**src/hdl/ocs_pkg.sv**
```systemverilog
/*
  Shared constants for the oscillator clock-source switch: register offsets,
  field positions, reset values, source codes and switch-state type.
  Assumes a 32-bit APB register bus with byte addresses.
*/
package ocs_pkg;

  // register byte offsets
  localparam logic [7:0] OCS_CTRL_ADDR = 8'h00; // source, frequency, range, request, engaged
  localparam logic [7:0] OCS_TRIM_ADDR = 8'h04; // internal oscillator period trim
  localparam logic [7:0] OCS_CFG_ADDR = 8'h08; // run-in-stop and output-pin clock enable

  // control register fields
  localparam int OCS_SRC_LSB = 6; // clock_source_select [7:6]
  localparam int OCS_IFS_LSB = 4; // internal_freq_select [5:4]
  localparam int OCS_XR_LSB = 2; // crystal_range_select [3:2]
  localparam int OCS_REQ_BIT = 1; // ext_clock_request
  localparam int OCS_ENG_BIT = 0; // ext_clock_engaged, read only

  // configuration register fields
  localparam int OCS_RIS_BIT = 0; // run_in_stop_en
  localparam int OCS_OCE_BIT = 1; // outpin_clock_out_en

  // reset values
  localparam logic [1:0] OCS_SRC_RST = 2'h0; // internal oscillator
  localparam logic [1:0] OCS_IFS_RST = 2'h0; // 4.0 MHz source, 1.0 MHz bus
  localparam logic [1:0] OCS_XR_RST = 2'h0; // 8-32 MHz amplifier
  localparam logic [7:0] OCS_TRIM_RST = 8'h80; // mid-scale trim

  // clock source codes
  localparam logic [1:0] OCS_SRC_INT = 2'h0; // internal oscillator
  localparam logic [1:0] OCS_SRC_EXT = 2'h1; // external clock on input pin
  localparam logic [1:0] OCS_SRC_RC = 2'h2; // external rc
  localparam logic [1:0] OCS_SRC_XTAL = 2'h3; // crystal

  // internal frequency codes
  localparam logic [1:0] OCS_IFS_4M0 = 2'h0; // 4.0 MHz
  localparam logic [1:0] OCS_IFS_8M0 = 2'h1; // 8.0 MHz
  localparam logic [1:0] OCS_IFS_12M8 = 2'h2; // 12.8 MHz
  localparam logic [1:0] OCS_IFS_25M6 = 2'h3; // 25.6 MHz

  // rising edges of the new source seen before a switch
  localparam int OCS_SWITCH_EDGES = 2;

  // switch sequencer states
  typedef enum logic [1:0] {
    OCS_ST_INT,
    OCS_ST_ARM,
    OCS_ST_EXT,
    OCS_ST_BACK
  } ocs_state_t;

endpackage

```
**src/hdl/ocs_sync.sv**
```systemverilog
/*
  Three-flop synchroniser with agreement filter for one clock-like pin level.
  Assumes the input toggles well below pclk/4 so that every level is seen.
*/
`timescale 1ns/1ps
module ocs_sync (
  // clock and reset
  input wire logic pclk,
  input wire logic presetn,
  // asynchronous level in
  input wire logic async_in,
  // filtered synchronous level out
  output logic level
);

  logic s1_reg, s2_reg, s3_reg, lvl_reg; // chain and filtered level
  logic lvl_next; // next filtered level

  // a change counts only once stages two and three agree
  always_comb begin
    lvl_next = lvl_reg;
    if (s2_reg == s3_reg) begin
      lvl_next = s3_reg;
    end
  end

  // stage one is read only by stage two
  always_ff @(posedge pclk or negedge presetn) begin
    if (!presetn) begin
      s1_reg <= 1'b0;
      s2_reg <= 1'b0;
      s3_reg <= 1'b0;
      lvl_reg <= 1'b0;
    end else begin
      s1_reg <= async_in;
      s2_reg <= s1_reg;
      s3_reg <= s2_reg;
      lvl_reg <= lvl_next;
    end
  end

  assign level = lvl_reg;

endmodule // ocs_sync

```
**src/hdl/ocs_half_div.sv**
```systemverilog
/*
  Half-rate generator: toggles on every rising edge of the full-rate level.
  Assumes the full-rate level is already synchronous to pclk.
*/
`timescale 1ns/1ps
module ocs_half_div (
  // clock and reset
  input wire logic pclk,
  input wire logic presetn,
  // full-rate level in
  input wire logic full_in,
  // half-rate level out, from a flop
  output logic half_out
);

  logic prev_reg, half_reg; // previous full level, half-rate level
  logic half_next; // next half-rate level

  // toggle on each full-rate rising edge
  always_comb begin
    half_next = half_reg;
    if (full_in && !prev_reg) begin
      half_next = ~half_reg;
    end
  end

  // register the edge tracker and the divider
  always_ff @(posedge pclk or negedge presetn) begin
    if (!presetn) begin
      prev_reg <= 1'b0;
      half_reg <= 1'b0;
    end else begin
      prev_reg <= full_in;
      half_reg <= half_next;
    end
  end

  assign half_out = half_reg;

endmodule // ocs_half_div

```
**src/hdl/ocs_switch.sv**
```systemverilog
/*
  Oscillator clock-source switch: APB registers, glitch-free switch between
  the internal oscillator and an external source, pin sharing and stop control.
  Assumes the oscillator clocks and pin levels run well below pclk/4, and that
  the analog oscillators obey the enables, frequency, range and trim outputs.
*/
//
// Behaviour
// - full-rate clock follows the selected source
// - half-rate clock is full-rate divided by two
// - full-rate clock feeds system unit and watchdog
// - four internal frequencies, reset selects 4.0 MHz
// - eight-bit trim, larger value means longer period
// - source write claims input pin, crystal claims output
// - two external rising edges, then glitch-free switch
// - engaged bit set before internal oscillator stops
// - clearing source and request returns to internal
// - external mode uses input pin as full rate
// - external mode forces output clock enable clear
// - crystal mode ignores output clock enable
// - rc mode outputs clock only when enabled
// - internal mode releases the input pin
// - no interrupts and no clearable flags
// - runs in wait; in stop only if enabled
// - source field codes, reset selects internal
// - frequency field codes, reset 4.0 MHz
// - crystal range field codes, 11 reserved
// - stop enable disables oscillators unless overridden
`timescale 1ns/1ps
module ocs_switch #(
  parameter int SWITCH_EDGES = ocs_pkg::OCS_SWITCH_EDGES // edges seen before a switch
) (
  // clock and reset
  input wire logic pclk,
  input wire logic presetn,
  // apb slave
  input wire logic psel,
  input wire logic penable,
  input wire logic pwrite,
  input wire logic [7:0] paddr,
  input wire logic [31:0] pwdata,
  output logic [31:0] prdata,
  output logic pready,
  output logic pslverr,
  // oscillator clocks and input pin level
  input wire logic internal_osc_clock,
  input wire logic rc_osc_clock,
  input wire logic crystal_osc_clock,
  input wire logic osc_input_pin_in,
  // stop control from the system unit
  input wire logic stop_mode_osc_enable,
  // clocks to system unit and watchdog
  output logic clk_full_rate,
  output logic clk_half_rate,
  output logic clk_watchdog,
  // analog oscillator controls
  output logic internal_osc_en,
  output logic rc_osc_en,
  output logic crystal_osc_en,
  output logic [1:0] internal_freq_select_out,
  output logic [1:0] crystal_range_select_out,
  output logic [7:0] period_trim_value_out,
  // pin sharing
  output logic osc_input_pin_claimed,
  output logic osc_output_pin_xtal_amp,
  output logic osc_output_pin_out,
  output logic osc_output_pin_oe
);
  import ocs_pkg::*;

  // elaboration check: at least one edge proves activity
  if (SWITCH_EDGES < 1 || SWITCH_EDGES > 7) begin : g_chk
    $error("SWITCH_EDGES out of range");
  end

  // synchronised oscillator levels
  logic int_lvl, rc_lvl, xtal_lvl, pin_lvl;
  ocs_sync u_sync_int (.pclk(pclk), .presetn(presetn), .async_in(internal_osc_clock),
    .level(int_lvl));
  ocs_sync u_sync_rc (.pclk(pclk), .presetn(presetn), .async_in(rc_osc_clock),
    .level(rc_lvl));
  ocs_sync u_sync_xtal (.pclk(pclk), .presetn(presetn), .async_in(crystal_osc_clock),
    .level(xtal_lvl));
  ocs_sync u_sync_pin (.pclk(pclk), .presetn(presetn), .async_in(osc_input_pin_in),
    .level(pin_lvl));

  // register state
  logic [1:0] src_reg, src_next; // clock_source_select
  logic [1:0] ifs_reg, ifs_next; // internal_freq_select
  logic [1:0] xr_reg, xr_next; // crystal_range_select
  logic req_reg, req_next; // ext_clock_request
  logic [7:0] trim_reg, trim_next; // period_trim_value
  logic ris_reg, ris_next; // run_in_stop_en
  logic oce_reg, oce_next; // outpin_clock_out_en
  logic [31:0] prdata_reg, prdata_next; // read data
  logic pready_reg, pready_next; // one wait state per access
  logic pslverr_reg, pslverr_next; // unmapped address

  // switch state
  ocs_state_t st_reg, st_next; // sequencer
  logic [2:0] cnt_reg, cnt_next; // rising edges seen
  logic [1:0] esrc_reg, esrc_next; // external source latched at arm
  logic sel_ext_reg, sel_ext_next; // full rate taken from external source
  logic eng_reg, eng_next; // ext_clock_engaged
  logic int_run_reg, int_run_next; // internal oscillator wanted
  logic int_prev_reg, ext_prev_reg; // previous levels for edge detect

  // output flops
  logic full_reg, full_next; // full-rate clock
  logic int_en_reg, rc_en_reg, xtal_en_reg; // oscillator enables
  logic int_en_next, rc_en_next, xtal_en_next;
  logic claim_reg, claim_next; // input pin used as clock
  logic amp_reg, amp_next; // output pin given to crystal
  logic opin_reg, opin_next; // output pin level
  logic oe_reg, oe_next; // output pin drive
  logic half_lvl; // half-rate level from divider

  // apb decode, taken on the edge where pready is seen high
  logic acc, wr;
  assign acc = psel && penable && pready_reg;
  assign wr = acc && pwrite;

  // external source level, chosen by the latched or written source code
  logic [1:0] ext_code;
  logic ext_lvl, ext_rise, int_rise, both_low, allow;
  assign ext_code = (st_reg == OCS_ST_INT) ? src_reg : esrc_reg;
  assign ext_lvl = (ext_code == OCS_SRC_EXT) ? pin_lvl :
                   (ext_code == OCS_SRC_RC) ? rc_lvl : xtal_lvl;
  assign ext_rise = ext_lvl && !ext_prev_reg;
  assign int_rise = int_lvl && !int_prev_reg;
  assign both_low = !ext_lvl && !int_lvl;
  assign allow = stop_mode_osc_enable || ris_reg;

  // register file: writes, reads and bus answer
  always_comb begin
    src_next = src_reg;
    ifs_next = ifs_reg;
    xr_next = xr_reg;
    req_next = req_reg;
    trim_next = trim_reg;
    ris_next = ris_reg;
    oce_next = oce_reg;
    prdata_next = prdata_reg;
    pslverr_next = 1'b0;
    pready_next = psel && penable && !pready_reg;
    if (wr) begin
      case (paddr)
        OCS_CTRL_ADDR: begin
          src_next = pwdata[OCS_SRC_LSB +: 2];
          ifs_next = pwdata[OCS_IFS_LSB +: 2];
          xr_next = pwdata[OCS_XR_LSB +: 2];
          req_next = pwdata[OCS_REQ_BIT];
        end
        OCS_TRIM_ADDR: trim_next = pwdata[7:0];
        OCS_CFG_ADDR: begin
          ris_next = pwdata[OCS_RIS_BIT];
          oce_next = pwdata[OCS_OCE_BIT];
        end
        default: ;
      endcase
    end
    // external mode holds the output clock enable clear
    if (src_next == OCS_SRC_EXT) begin
      oce_next = 1'b0;
    end
    // read data is captured when the wait state starts
    if (psel && penable && !pready_reg) begin
      prdata_next = 32'h0000_0000;
      pslverr_next = 1'b0;
      case (paddr)
        OCS_CTRL_ADDR: begin
          prdata_next[OCS_SRC_LSB +: 2] = src_reg;
          prdata_next[OCS_IFS_LSB +: 2] = ifs_reg;
          prdata_next[OCS_XR_LSB +: 2] = xr_reg;
          prdata_next[OCS_REQ_BIT] = req_reg;
          prdata_next[OCS_ENG_BIT] = eng_reg;
        end
        OCS_TRIM_ADDR: prdata_next[7:0] = trim_reg;
        OCS_CFG_ADDR: begin
          prdata_next[OCS_RIS_BIT] = ris_reg;
          prdata_next[OCS_OCE_BIT] = oce_reg;
        end
        default: pslverr_next = 1'b1; // unmapped: error, reads zero
      endcase
    end
  end

  // register the register file
  always_ff @(posedge pclk or negedge presetn) begin
    if (!presetn) begin
      src_reg <= OCS_SRC_RST;
      ifs_reg <= OCS_IFS_RST;
      xr_reg <= OCS_XR_RST;
      req_reg <= 1'b0;
      trim_reg <= OCS_TRIM_RST;
      ris_reg <= 1'b0;
      oce_reg <= 1'b0;
      prdata_reg <= 32'h0000_0000;
      pready_reg <= 1'b0;
      pslverr_reg <= 1'b0;
    end else begin
      src_reg <= src_next;
      ifs_reg <= ifs_next;
      xr_reg <= xr_next;
      req_reg <= req_next;
      trim_reg <= trim_next;
      ris_reg <= ris_next;
      oce_reg <= oce_next;
      prdata_reg <= prdata_next;
      pready_reg <= pready_next;
      pslverr_reg <= pslverr_next;
    end
  end

  // switch sequencer; the mux only moves while both clocks sit low,
  // so no shortened high pulse can reach the full-rate clock
  always_comb begin
    st_next = st_reg;
    cnt_next = cnt_reg;
    esrc_next = esrc_reg;
    sel_ext_next = sel_ext_reg;
    eng_next = eng_reg;
    int_run_next = int_run_reg;
    case (st_reg)
      OCS_ST_INT: begin
        cnt_next = 3'h0;
        // software is trusted to have waited for the source to settle
        if (req_reg && src_reg != OCS_SRC_INT) begin
          esrc_next = src_reg;
          st_next = OCS_ST_ARM;
        end
      end
      OCS_ST_ARM: begin
        if (!req_reg || src_reg != esrc_reg) begin
          st_next = OCS_ST_INT; // request withdrawn before the switch
        end else if (cnt_reg < 3'(SWITCH_EDGES)) begin
          if (ext_rise) begin
            cnt_next = cnt_reg + 3'h1;
          end
        end else if (both_low) begin
          sel_ext_next = 1'b1;
          eng_next = 1'b1;
          st_next = OCS_ST_EXT;
        end
      end
      OCS_ST_EXT: begin
        // internal oscillator stops one cycle after engaged is set
        int_run_next = 1'b0;
        cnt_next = 3'h0;
        if (src_reg == OCS_SRC_INT && !req_reg) begin
          int_run_next = 1'b1;
          st_next = OCS_ST_BACK;
        end
      end
      OCS_ST_BACK: begin
        if (cnt_reg < 3'(SWITCH_EDGES)) begin
          if (int_rise) begin
            cnt_next = cnt_reg + 3'h1;
          end
        end else if (both_low) begin
          sel_ext_next = 1'b0;
          eng_next = 1'b0;
          st_next = OCS_ST_INT;
        end
      end
      default: st_next = OCS_ST_INT;
    endcase
  end

  // output-side next values: clocks, enables and pin sharing
  logic xtal_mode;
  assign xtal_mode = (st_reg == OCS_ST_INT) ? (src_reg == OCS_SRC_XTAL) :
                     (esrc_reg == OCS_SRC_XTAL);
  always_comb begin
    full_next = sel_ext_reg ? ext_lvl : int_lvl;
    int_en_next = int_run_reg && allow;
    rc_en_next = allow && ext_code == OCS_SRC_RC && st_reg != OCS_ST_INT ||
                 allow && src_reg == OCS_SRC_RC;
    xtal_en_next = allow && xtal_mode;
    claim_next = (src_reg != OCS_SRC_INT) || sel_ext_reg;
    amp_next = xtal_mode;
    // the crystal owns the pin; otherwise the enable decides
    oe_next = !xtal_mode && oce_reg &&
              (src_reg == OCS_SRC_INT || src_reg == OCS_SRC_RC);
    opin_next = oe_next && full_next;
  end

  // register sequencer and output flops
  always_ff @(posedge pclk or negedge presetn) begin
    if (!presetn) begin
      st_reg <= OCS_ST_INT;
      cnt_reg <= 3'h0;
      esrc_reg <= OCS_SRC_RST;
      sel_ext_reg <= 1'b0;
      eng_reg <= 1'b0;
      int_run_reg <= 1'b1;
      int_prev_reg <= 1'b0;
      ext_prev_reg <= 1'b0;
      full_reg <= 1'b0;
      int_en_reg <= 1'b1;
      rc_en_reg <= 1'b0;
      xtal_en_reg <= 1'b0;
      claim_reg <= 1'b0;
      amp_reg <= 1'b0;
      opin_reg <= 1'b0;
      oe_reg <= 1'b0;
    end else begin
      st_reg <= st_next;
      cnt_reg <= cnt_next;
      esrc_reg <= esrc_next;
      sel_ext_reg <= sel_ext_next;
      eng_reg <= eng_next;
      int_run_reg <= int_run_next;
      int_prev_reg <= int_lvl;
      ext_prev_reg <= ext_lvl;
      full_reg <= full_next;
      int_en_reg <= int_en_next;
      rc_en_reg <= rc_en_next;
      xtal_en_reg <= xtal_en_next;
      claim_reg <= claim_next;
      amp_reg <= amp_next;
      opin_reg <= opin_next;
      oe_reg <= oe_next;
    end
  end

  // half-rate clock; the system unit halves it again for the bus
  ocs_half_div u_half (.pclk(pclk), .presetn(presetn), .full_in(full_reg),
    .half_out(half_lvl));

  // outputs; no interrupt output exists and no flag needs clearing
  assign clk_full_rate = full_reg;
  assign clk_watchdog = full_reg;
  assign clk_half_rate = half_lvl;
  assign internal_osc_en = int_en_reg;
  assign rc_osc_en = rc_en_reg;
  assign crystal_osc_en = xtal_en_reg;
  assign internal_freq_select_out = ifs_reg;
  assign crystal_range_select_out = xr_reg;
  assign period_trim_value_out = trim_reg;
  assign osc_input_pin_claimed = claim_reg;
  assign osc_output_pin_xtal_amp = amp_reg;
  assign osc_output_pin_out = opin_reg;
  assign osc_output_pin_oe = oe_reg;
  assign prdata = prdata_reg;
  assign pready = pready_reg;
  assign pslverr = pslverr_reg;

  // full rate follows the selected level one cycle later
  full_follow_a: assert property (@(posedge pclk) disable iff (!presetn)
    ##1 clk_full_rate == $past(sel_ext_reg ? ext_lvl : int_lvl))
    else $error("full-rate clock does not follow the selected source");

  // half rate changes only after a full-rate rise
  half_toggle_a: assert property (@(posedge pclk) disable iff (!presetn)
    $changed(clk_half_rate) |-> $past(full_reg, 1) && !$past(full_reg, 2))
    else $error("half-rate clock moved without a full-rate rise");

  // switch to external only after the edge count
  switch_edges_a: assert property (@(posedge pclk) disable iff (!presetn)
    $rose(sel_ext_reg) |-> $past(cnt_reg) == 3'(SWITCH_EDGES) && !$past(ext_lvl))
    else $error("external switch before two edges or while high");

  // engaged first, internal oscillator stopped next
  engage_order_a: assert property (@(posedge pclk) disable iff (!presetn)
    $rose(eng_reg) |-> int_run_reg ##1 !int_run_reg && eng_reg)
    else $error("internal oscillator stopped in wrong order");

  // external mode keeps the output clock enable clear
  ext_oce_a: assert property (@(posedge pclk) disable iff (!presetn)
    src_reg == OCS_SRC_EXT |-> !oce_reg ##1 !osc_output_pin_oe)
    else $error("output clock enable set in external mode");

  // crystal mode never drives the output pin
  xtal_pin_a: assert property (@(posedge pclk) disable iff (!presetn)
    xtal_mode |=> osc_output_pin_xtal_amp && !osc_output_pin_oe)
    else $error("output pin not dedicated to crystal");

  // internal selection releases the input pin
  pin_release_a: assert property (@(posedge pclk) disable iff (!presetn)
    src_reg == OCS_SRC_INT && !sel_ext_reg |=> !osc_input_pin_claimed)
    else $error("input pin held in internal mode");

  // stop without override disables every oscillator
  stop_off_a: assert property (@(posedge pclk) disable iff (!presetn)
    !stop_mode_osc_enable && !ris_reg |=> !internal_osc_en && !rc_osc_en && !crystal_osc_en)
    else $error("oscillator running in stop");

  // return clears engaged only with the internal source in place
  return_clear_a: assert property (@(posedge pclk) disable iff (!presetn)
    $fell(eng_reg) |-> !sel_ext_reg && int_run_reg && $past(st_reg) == OCS_ST_BACK)
    else $error("engaged cleared before internal source drives");

endmodule // ocs_switch

```
**config.mk**
```make
export PLATFORM = sky130hd
export DESIGN_NAME = ocs_switch
export DESIGN_NICKNAME = d
export VERILOG_FILES = /design/src/hdl/ocs_pkg.sv /design/src/hdl/ocs_sync.sv /design/src/hdl/ocs_half_div.sv /design/src/hdl/ocs_switch.sv
export SDC_FILE = /design/constraint.sdc
export NUM_CORES = 1
export LEC_CHECK = 0
export BUFFER_PORTS_ARGS = -buffer_cell sky130_fd_sc_hd__buf_2
export CAP_MARGIN = 25
export CELL_PAD_IN_SITES_DETAIL_PLACEMENT = 1
export CELL_PAD_IN_SITES_GLOBAL_PLACEMENT = 1
export CORE_MARGIN = 2
export CORE_UTILIZATION = 30
export DETAILED_ROUTE_END_ITERATION = 8
export PLACE_DENSITY = 0.64
export SYNTH_ARGS = -nofsm -noshare
export SYNTH_HDL_FRONTEND = slang
export SYNTH_SLANG_ARGS = --single-unit
```
**constraint.sdc**
```tcl
create_clock -name pclk -period 2.54 [get_ports pclk]
set_clock_uncertainty 0.2 [all_clocks]
set_input_delay 0.508 -clock pclk [delete_from_list [all_inputs] [get_ports pclk]]
set_output_delay 0.508 -clock pclk [all_outputs]
set_load 0.1 [all_outputs]
```
# After elaboration in Yosys (flattened, before gate mapping)
# Index checks and enable logic that the tools add are counted.
[classes] n_mux=35 add_sub_neg=1 n_lt_le_gt_ge=1 reduce_logical=49 n_bitwise=1 eq_ne=29
[op_table] operator="$mux 2" n=10
[op_table] operator="$ne 2x2->1 const B" n=10
[op_table] operator="$logic_and 1x1->1" n=18
[op_table] operator="$mux 1" n=15
[op_table] operator="$mux 3" n=5
[op_table] operator="$eq 2x2->1 const B" n=6
[op_table] operator="$pmux 6 s2" n=1
[op_table] operator="$reduce_and 6->1" n=2
[op_table] operator="$reduce_and 2->1" n=5
[op_table] operator="$reduce_bool 2->1" n=5
[op_table] operator="$pmux 3 s3" n=1
[op_table] operator="$eq 8x3->1 const B" n=1
[op_table] operator="$eq 8x4->1 const B" n=1
[op_table] operator="$logic_not 1->1" n=8
[op_table] operator="$logic_not 8->1" n=1
[op_table] operator="$pmux 2 s4" n=1
[op_table] operator="$eq 2x1->1 const B" n=3
[op_table] operator="$ne 3x3->1 const B" n=2
[op_table] operator="$pmux 2 s3" n=1
[op_table] operator="$logic_or 1x1->1" n=5
[op_table] operator="$reduce_and 5->1" n=1
[op_table] operator="$eq 1x1->1" n=4
[op_table] operator="$logic_not 2->1" n=2
[op_table] operator="$add 3x1->3 const B" n=1
[op_table] operator="7 further kinds" n=7
[totals] reg_bits=64 out_inout_bits=56 in_bits=50

# Depth between registers and ports, before layout
[depth] ltp_word=11 ltp_mapped=7 depth_no_buf=6

# Modules after synthesis
# From an unflattened synthesis, not the netlist that was laid out.
[hier_totals] cells_unflattened=237 area_unflattened_um2=2841.5
[modules_own_cells] module="ocs_switch" cells_each=213 n_inst=1 area_each_um2=2316.0 seq_area_each_um2=1154.9
[modules_own_cells] module="ocs_sync" cells_each=5 n_inst=4 area_each_um2=111.4 seq_area_each_um2=100.1
[modules_own_cells] module="ocs_half_div" cells_each=4 n_inst=1 area_each_um2=80.1 seq_area_each_um2=50.0

# Worst setup path after synthesis
# No wires, ideal clock.
[synth_timing] kind="register -> register" start="reg pready_reg, in the netlist pready" end="reg trim_reg[0], in the netlist period_trim_value_out[0]" period_less_slack_ps=2283 t_required_ps=2214 path_buffers=0 setup_slack_ps=257 arrival_ps=1958 path_stages_with_launch=4 setup_ps=126 path_cell_list="dfrtp_1 -> nand4_1 -> nor4_4 -> mux2_2"
[synth_via] elab_chain_cells=3
[synth_rtl] item="from (decl)" line="ocs_switch.sv:96" rtl="logic pready_reg, pready_next;"
[synth_rtl] item="from (signal assigned)" line="ocs_switch.sv:210" rtl="pready_reg <= pready_next;"
[synth_rtl] item="$logic_and 1x1->1" line="ocs_switch.sv:120" rtl="assign acc = psel && penable && pready_reg;"
[synth_rtl] item="$logic_and 1x1->1" line="ocs_switch.sv:121" rtl="assign wr = acc && pwrite;"
[synth_rtl] item="$reduce_and 2->1 (no source line)"
[synth_rtl] item="to (signal assigned)" line="ocs_switch.sv:206" rtl="trim_reg <= trim_next;"
[synth_rtl] item="to (decl)" line="ocs_switch.sv:92" rtl="logic [7:0] trim_reg, trim_next;"
# Every way passes these cells.
# A chain may end at the register's enable or synchronous reset.

==> summary.md <==
| Metric | Value |
|---|---|
| Clock Sinks | `64` |
| Clock Path Buffers | `2` |
| CTS tree | `done` |
| Max H-tree Level | `3` |
| Netlist Area Pre-Place | `2790 µm²` |
| Post-synth ARST share | `100%` |
| Run status | `finished, final reports clean` |
| DR DRC count | `0` |
| Worst-path cell chain | `or2_1, mux2i_1, o22ai_1, nor2_4, nor3_2, mux2_4` |
| Vias per Instance | `4.54` |
| NetSw | `0.000698 W` |
| Post_cts resized | `0` |
| Final Max Slew Viols | `0` |
| 1st-iter DRT viols | `43` |
| Worst VDD drop | `0.000292 V` |
| Root Driver | `clkbuf_8` |
| Reg power frac | `48.6%` |
| Hold Crit Class | `in -> reg` |
| Internal power | `0.00151 W` |
| Final Net Count | `353` |
| Period utilisation layout | `87.1%` |
| Stages on worst setup path | `6` |
| Max incr delay on CP | `0.50 ns` |
| Fin area | `3300 µm²` |
| Post-synthesis register bit count | `64` |
| Final Hold Viols | `0` |
| Row count | `35` |
| 1st-pass router iterations | `3` |
| Area grow syn2layout | `18.4%` |
| Critical Path AT | `2.23 ns` |
| Finished Core Util | `36.1%` |
| Slew margin rel. | `65.6%` |
| IO buf count | `57` |
| Seq/Total Area, Yosys | `57.5%` |
| Final Wtd Congestion | `0.742` |
| Leakage | `1.69 nW` |
| Critical Path Fanout Max | `11` |
| Cell area power density | `668 nW/µm²` |
| Total wire length after detailed routing | `5.60 mm` |
| Setup violators final | `0` |
| Slew @ Worst Pin | `0.516 ns` |
| Total CTS buffers | `9` |
| Routed WL per cell | `13.4 µm` |
| Crit path time final | `2.21 ns` |
| Vias | `1898` |
| Largest net degree at the start of global routing | `30` |
| Reg clk slew, reported paths | `0.07 ns` |
| Delay-heaviest family, CP | `simple AND/OR/NAND/NOR gates` |
| DIE AREA | `10100 µm²` |
| Vias in the first global route | `1899` |
| Setup TNS | `0 ns` |
| Area post-placement | `3120 µm²` |
| Post-route ant nets | `0` |
| Post-Syn Instances | `239` |
| Number of I/O pins | `106` |
| Post-Place Setup Slack | `0.321 ns` |
| RSZ-0062 raised after global routing | `no` |
| Critical-path top delay cell | `dfrtp_1` |
| Fin worst setup slack | `0.327 ns` |
| Global-route wire length before repair | `9.27 mm` |
| Netlist cell types | `41` |
| Initial antenna violation count | `0` |
| Max Cap Viol | `0` |
| Combinational power share | `16.6%` |
| Initial Util | `30.5%` |
| Worst path bufs/invs | `0` |
| Global router's overall resource usage | `11.9%` |
| Total gr overflow | `0` |
| Synth Flop Type | `dfrtp_1` |
| Worst hold stages | `1` |
| Crit. End Element | `flop` |
| Top achievable clock speed | `0.452 GHz` |
| Worst path required time | `2.56 ns` |
| Part of the power in the clock network | `34.8%` |
| Startpoint types | `flop` |
| Fraction of layout cells with a size suffix above 1 | `33.2%` |
| Die height | `100 µm` |
| Number of diodes | `0` |
| Die X | `100 µm` |
| Switching share of power | `31.6%` |
| CORE AREA | `9150 µm²` |
| Post-synth EDFFs | `0` |
| Synth warn | `0` |
| Post-DP HPWL | `4.14 mm` |
| Skew-Pair Late Insertion Delay | `0.33 ns` |
| Worst Reg2Reg Path Length in Cells | `6` |
| Critical path type | `reg -> reg` |
| Mean Syn Cell Area | `11.7 µm²` |
## synthesized netlist by cell type (2+ instances only)
cell type	n	area, µm²
a21oi_1	7	35.0
and3_1	2	12.5
buf_2	3	15.0
buf_4	27	203
clkbuf_1	4	15.0
dfrtp_1	61	1530
dfstp_2	3	78.8
inv_1	3	11.3
maj3_1	4	40.0
mux2_2	17	191
mux2i_1	12	120
nand2_1	25	93.8
nand2b_1	4	25.0
nand3_1	6	30.0
nor2_1	16	60.1
nor2b_1	4	25.0
nor3b_1	2	15.0
o21ai_0	11	55.1
o22ai_1	2	12.5
xnor2_1	5	43.8
## power by group through the flow
| stage | Combinational, W | Clock (W) | Sequential, W |
|---|---|---|---|
| detailed placement | 0.000367 | 0 | 0.00109 |
| global route | 0.000382 | 0.000848 | 0.00108 |
| CTS | 0.000370 | 0.000801 | 0.00107 |
| global placement | 0.000365 | 0 | 0.00109 |
| finish | 0.000366 | 0.000769 | 0.00107 |
| floorplan | 0.000237 | 0 | 0.00118 |
## cell usage in the layout, fill, tap and decap left out, types with 2 or more instances in the layout
cell type  count
o21ai_0       11
dfstp_2        3
buf_4          4
and3_1         2
mux2i_1       12
conb_1        24
nor2b_1        4
nand3_1        6
buf_2         57
clkbuf_1       2
dfrtp_1       61
nor2_1        16
nor3b_1        2
nand2b_1       4
maj3_1         4
o22ai_1        2
xnor2_1        5
mux2_2        17
clkbuf_8      11
clkinv_2       2
a21oi_1        7
nand2_1       25
inv_1          3
## metal layers
| layer | track usage [%] | share of wire (%) |
|---|---|---|
| met5 | 0 | 0 |
| met4 | 5.06 | 1.8 |
| met3 | 3.34 | 3.6 |
| met2 | 19.3 | 51 |
| met1 | 14.8 | 43 |
## final cells by class
class,instances,area (µm²)
inverters,3,11.3
fillers,1062,5850
repair buffers,63,345
flip-flops and latches,64,1610
clock inverters,3,17.5
multi-input cells,161,1030
clock buffers,13,159
well taps,111,139
## metrics by stage
stage                     hold WS [ns]  instances  power (W)
after floorplan                 0.0124        262    0.00142
after global placement           0.136        401    0.00146
after detailed placement         0.137        401    0.00146
after CTS                       0.0568        418    0.00224
after global routing            0.0442        418    0.00231
final                           0.0745        418    0.00221
## cells by family after synthesis
kind of cell | after synthesis | share of synthesized area (%)
multiplexers | 30 | 11.7
AND/OR/NAND/NOR | 72 | 13.3
other | 1 | 0.134
flip-flops | 64 | 57.5
AO/OA/AOI/OAI | 25 | 5.16
adder cells (fa/ha/maj) | 5 | 1.88
XOR/XNOR | 5 | 1.57
buffers and inverters | 37 | 8.74
## final timing paths
| path | slack (ns) | endpoint | start |
|---|---|---|---|
| setup / recovery | 0.33 | flop | flop |
| hold / removal | 0.07 | u_sync_pin.s1_reg | osc_input_pin_in |
| setup reg to reg | 0.33 | flop | flop |
| hold reg to reg | 0.15 | u_sync_rc.s2_reg | u_sync_rc.s1_reg |
| max in group asynchronous | 0.99 | internal_osc_en | presetn |
| min in group asynchronous | 0.48 | prdata[5] | presetn |
## repair_timing
item,4_1_cts,5_1_grt
buffers inserted,0,0
setup endpoints to repair,0,0
hold buffers,1,0
endpoints found under the hold margin,18,0
(Power assumes the default switching activity.)
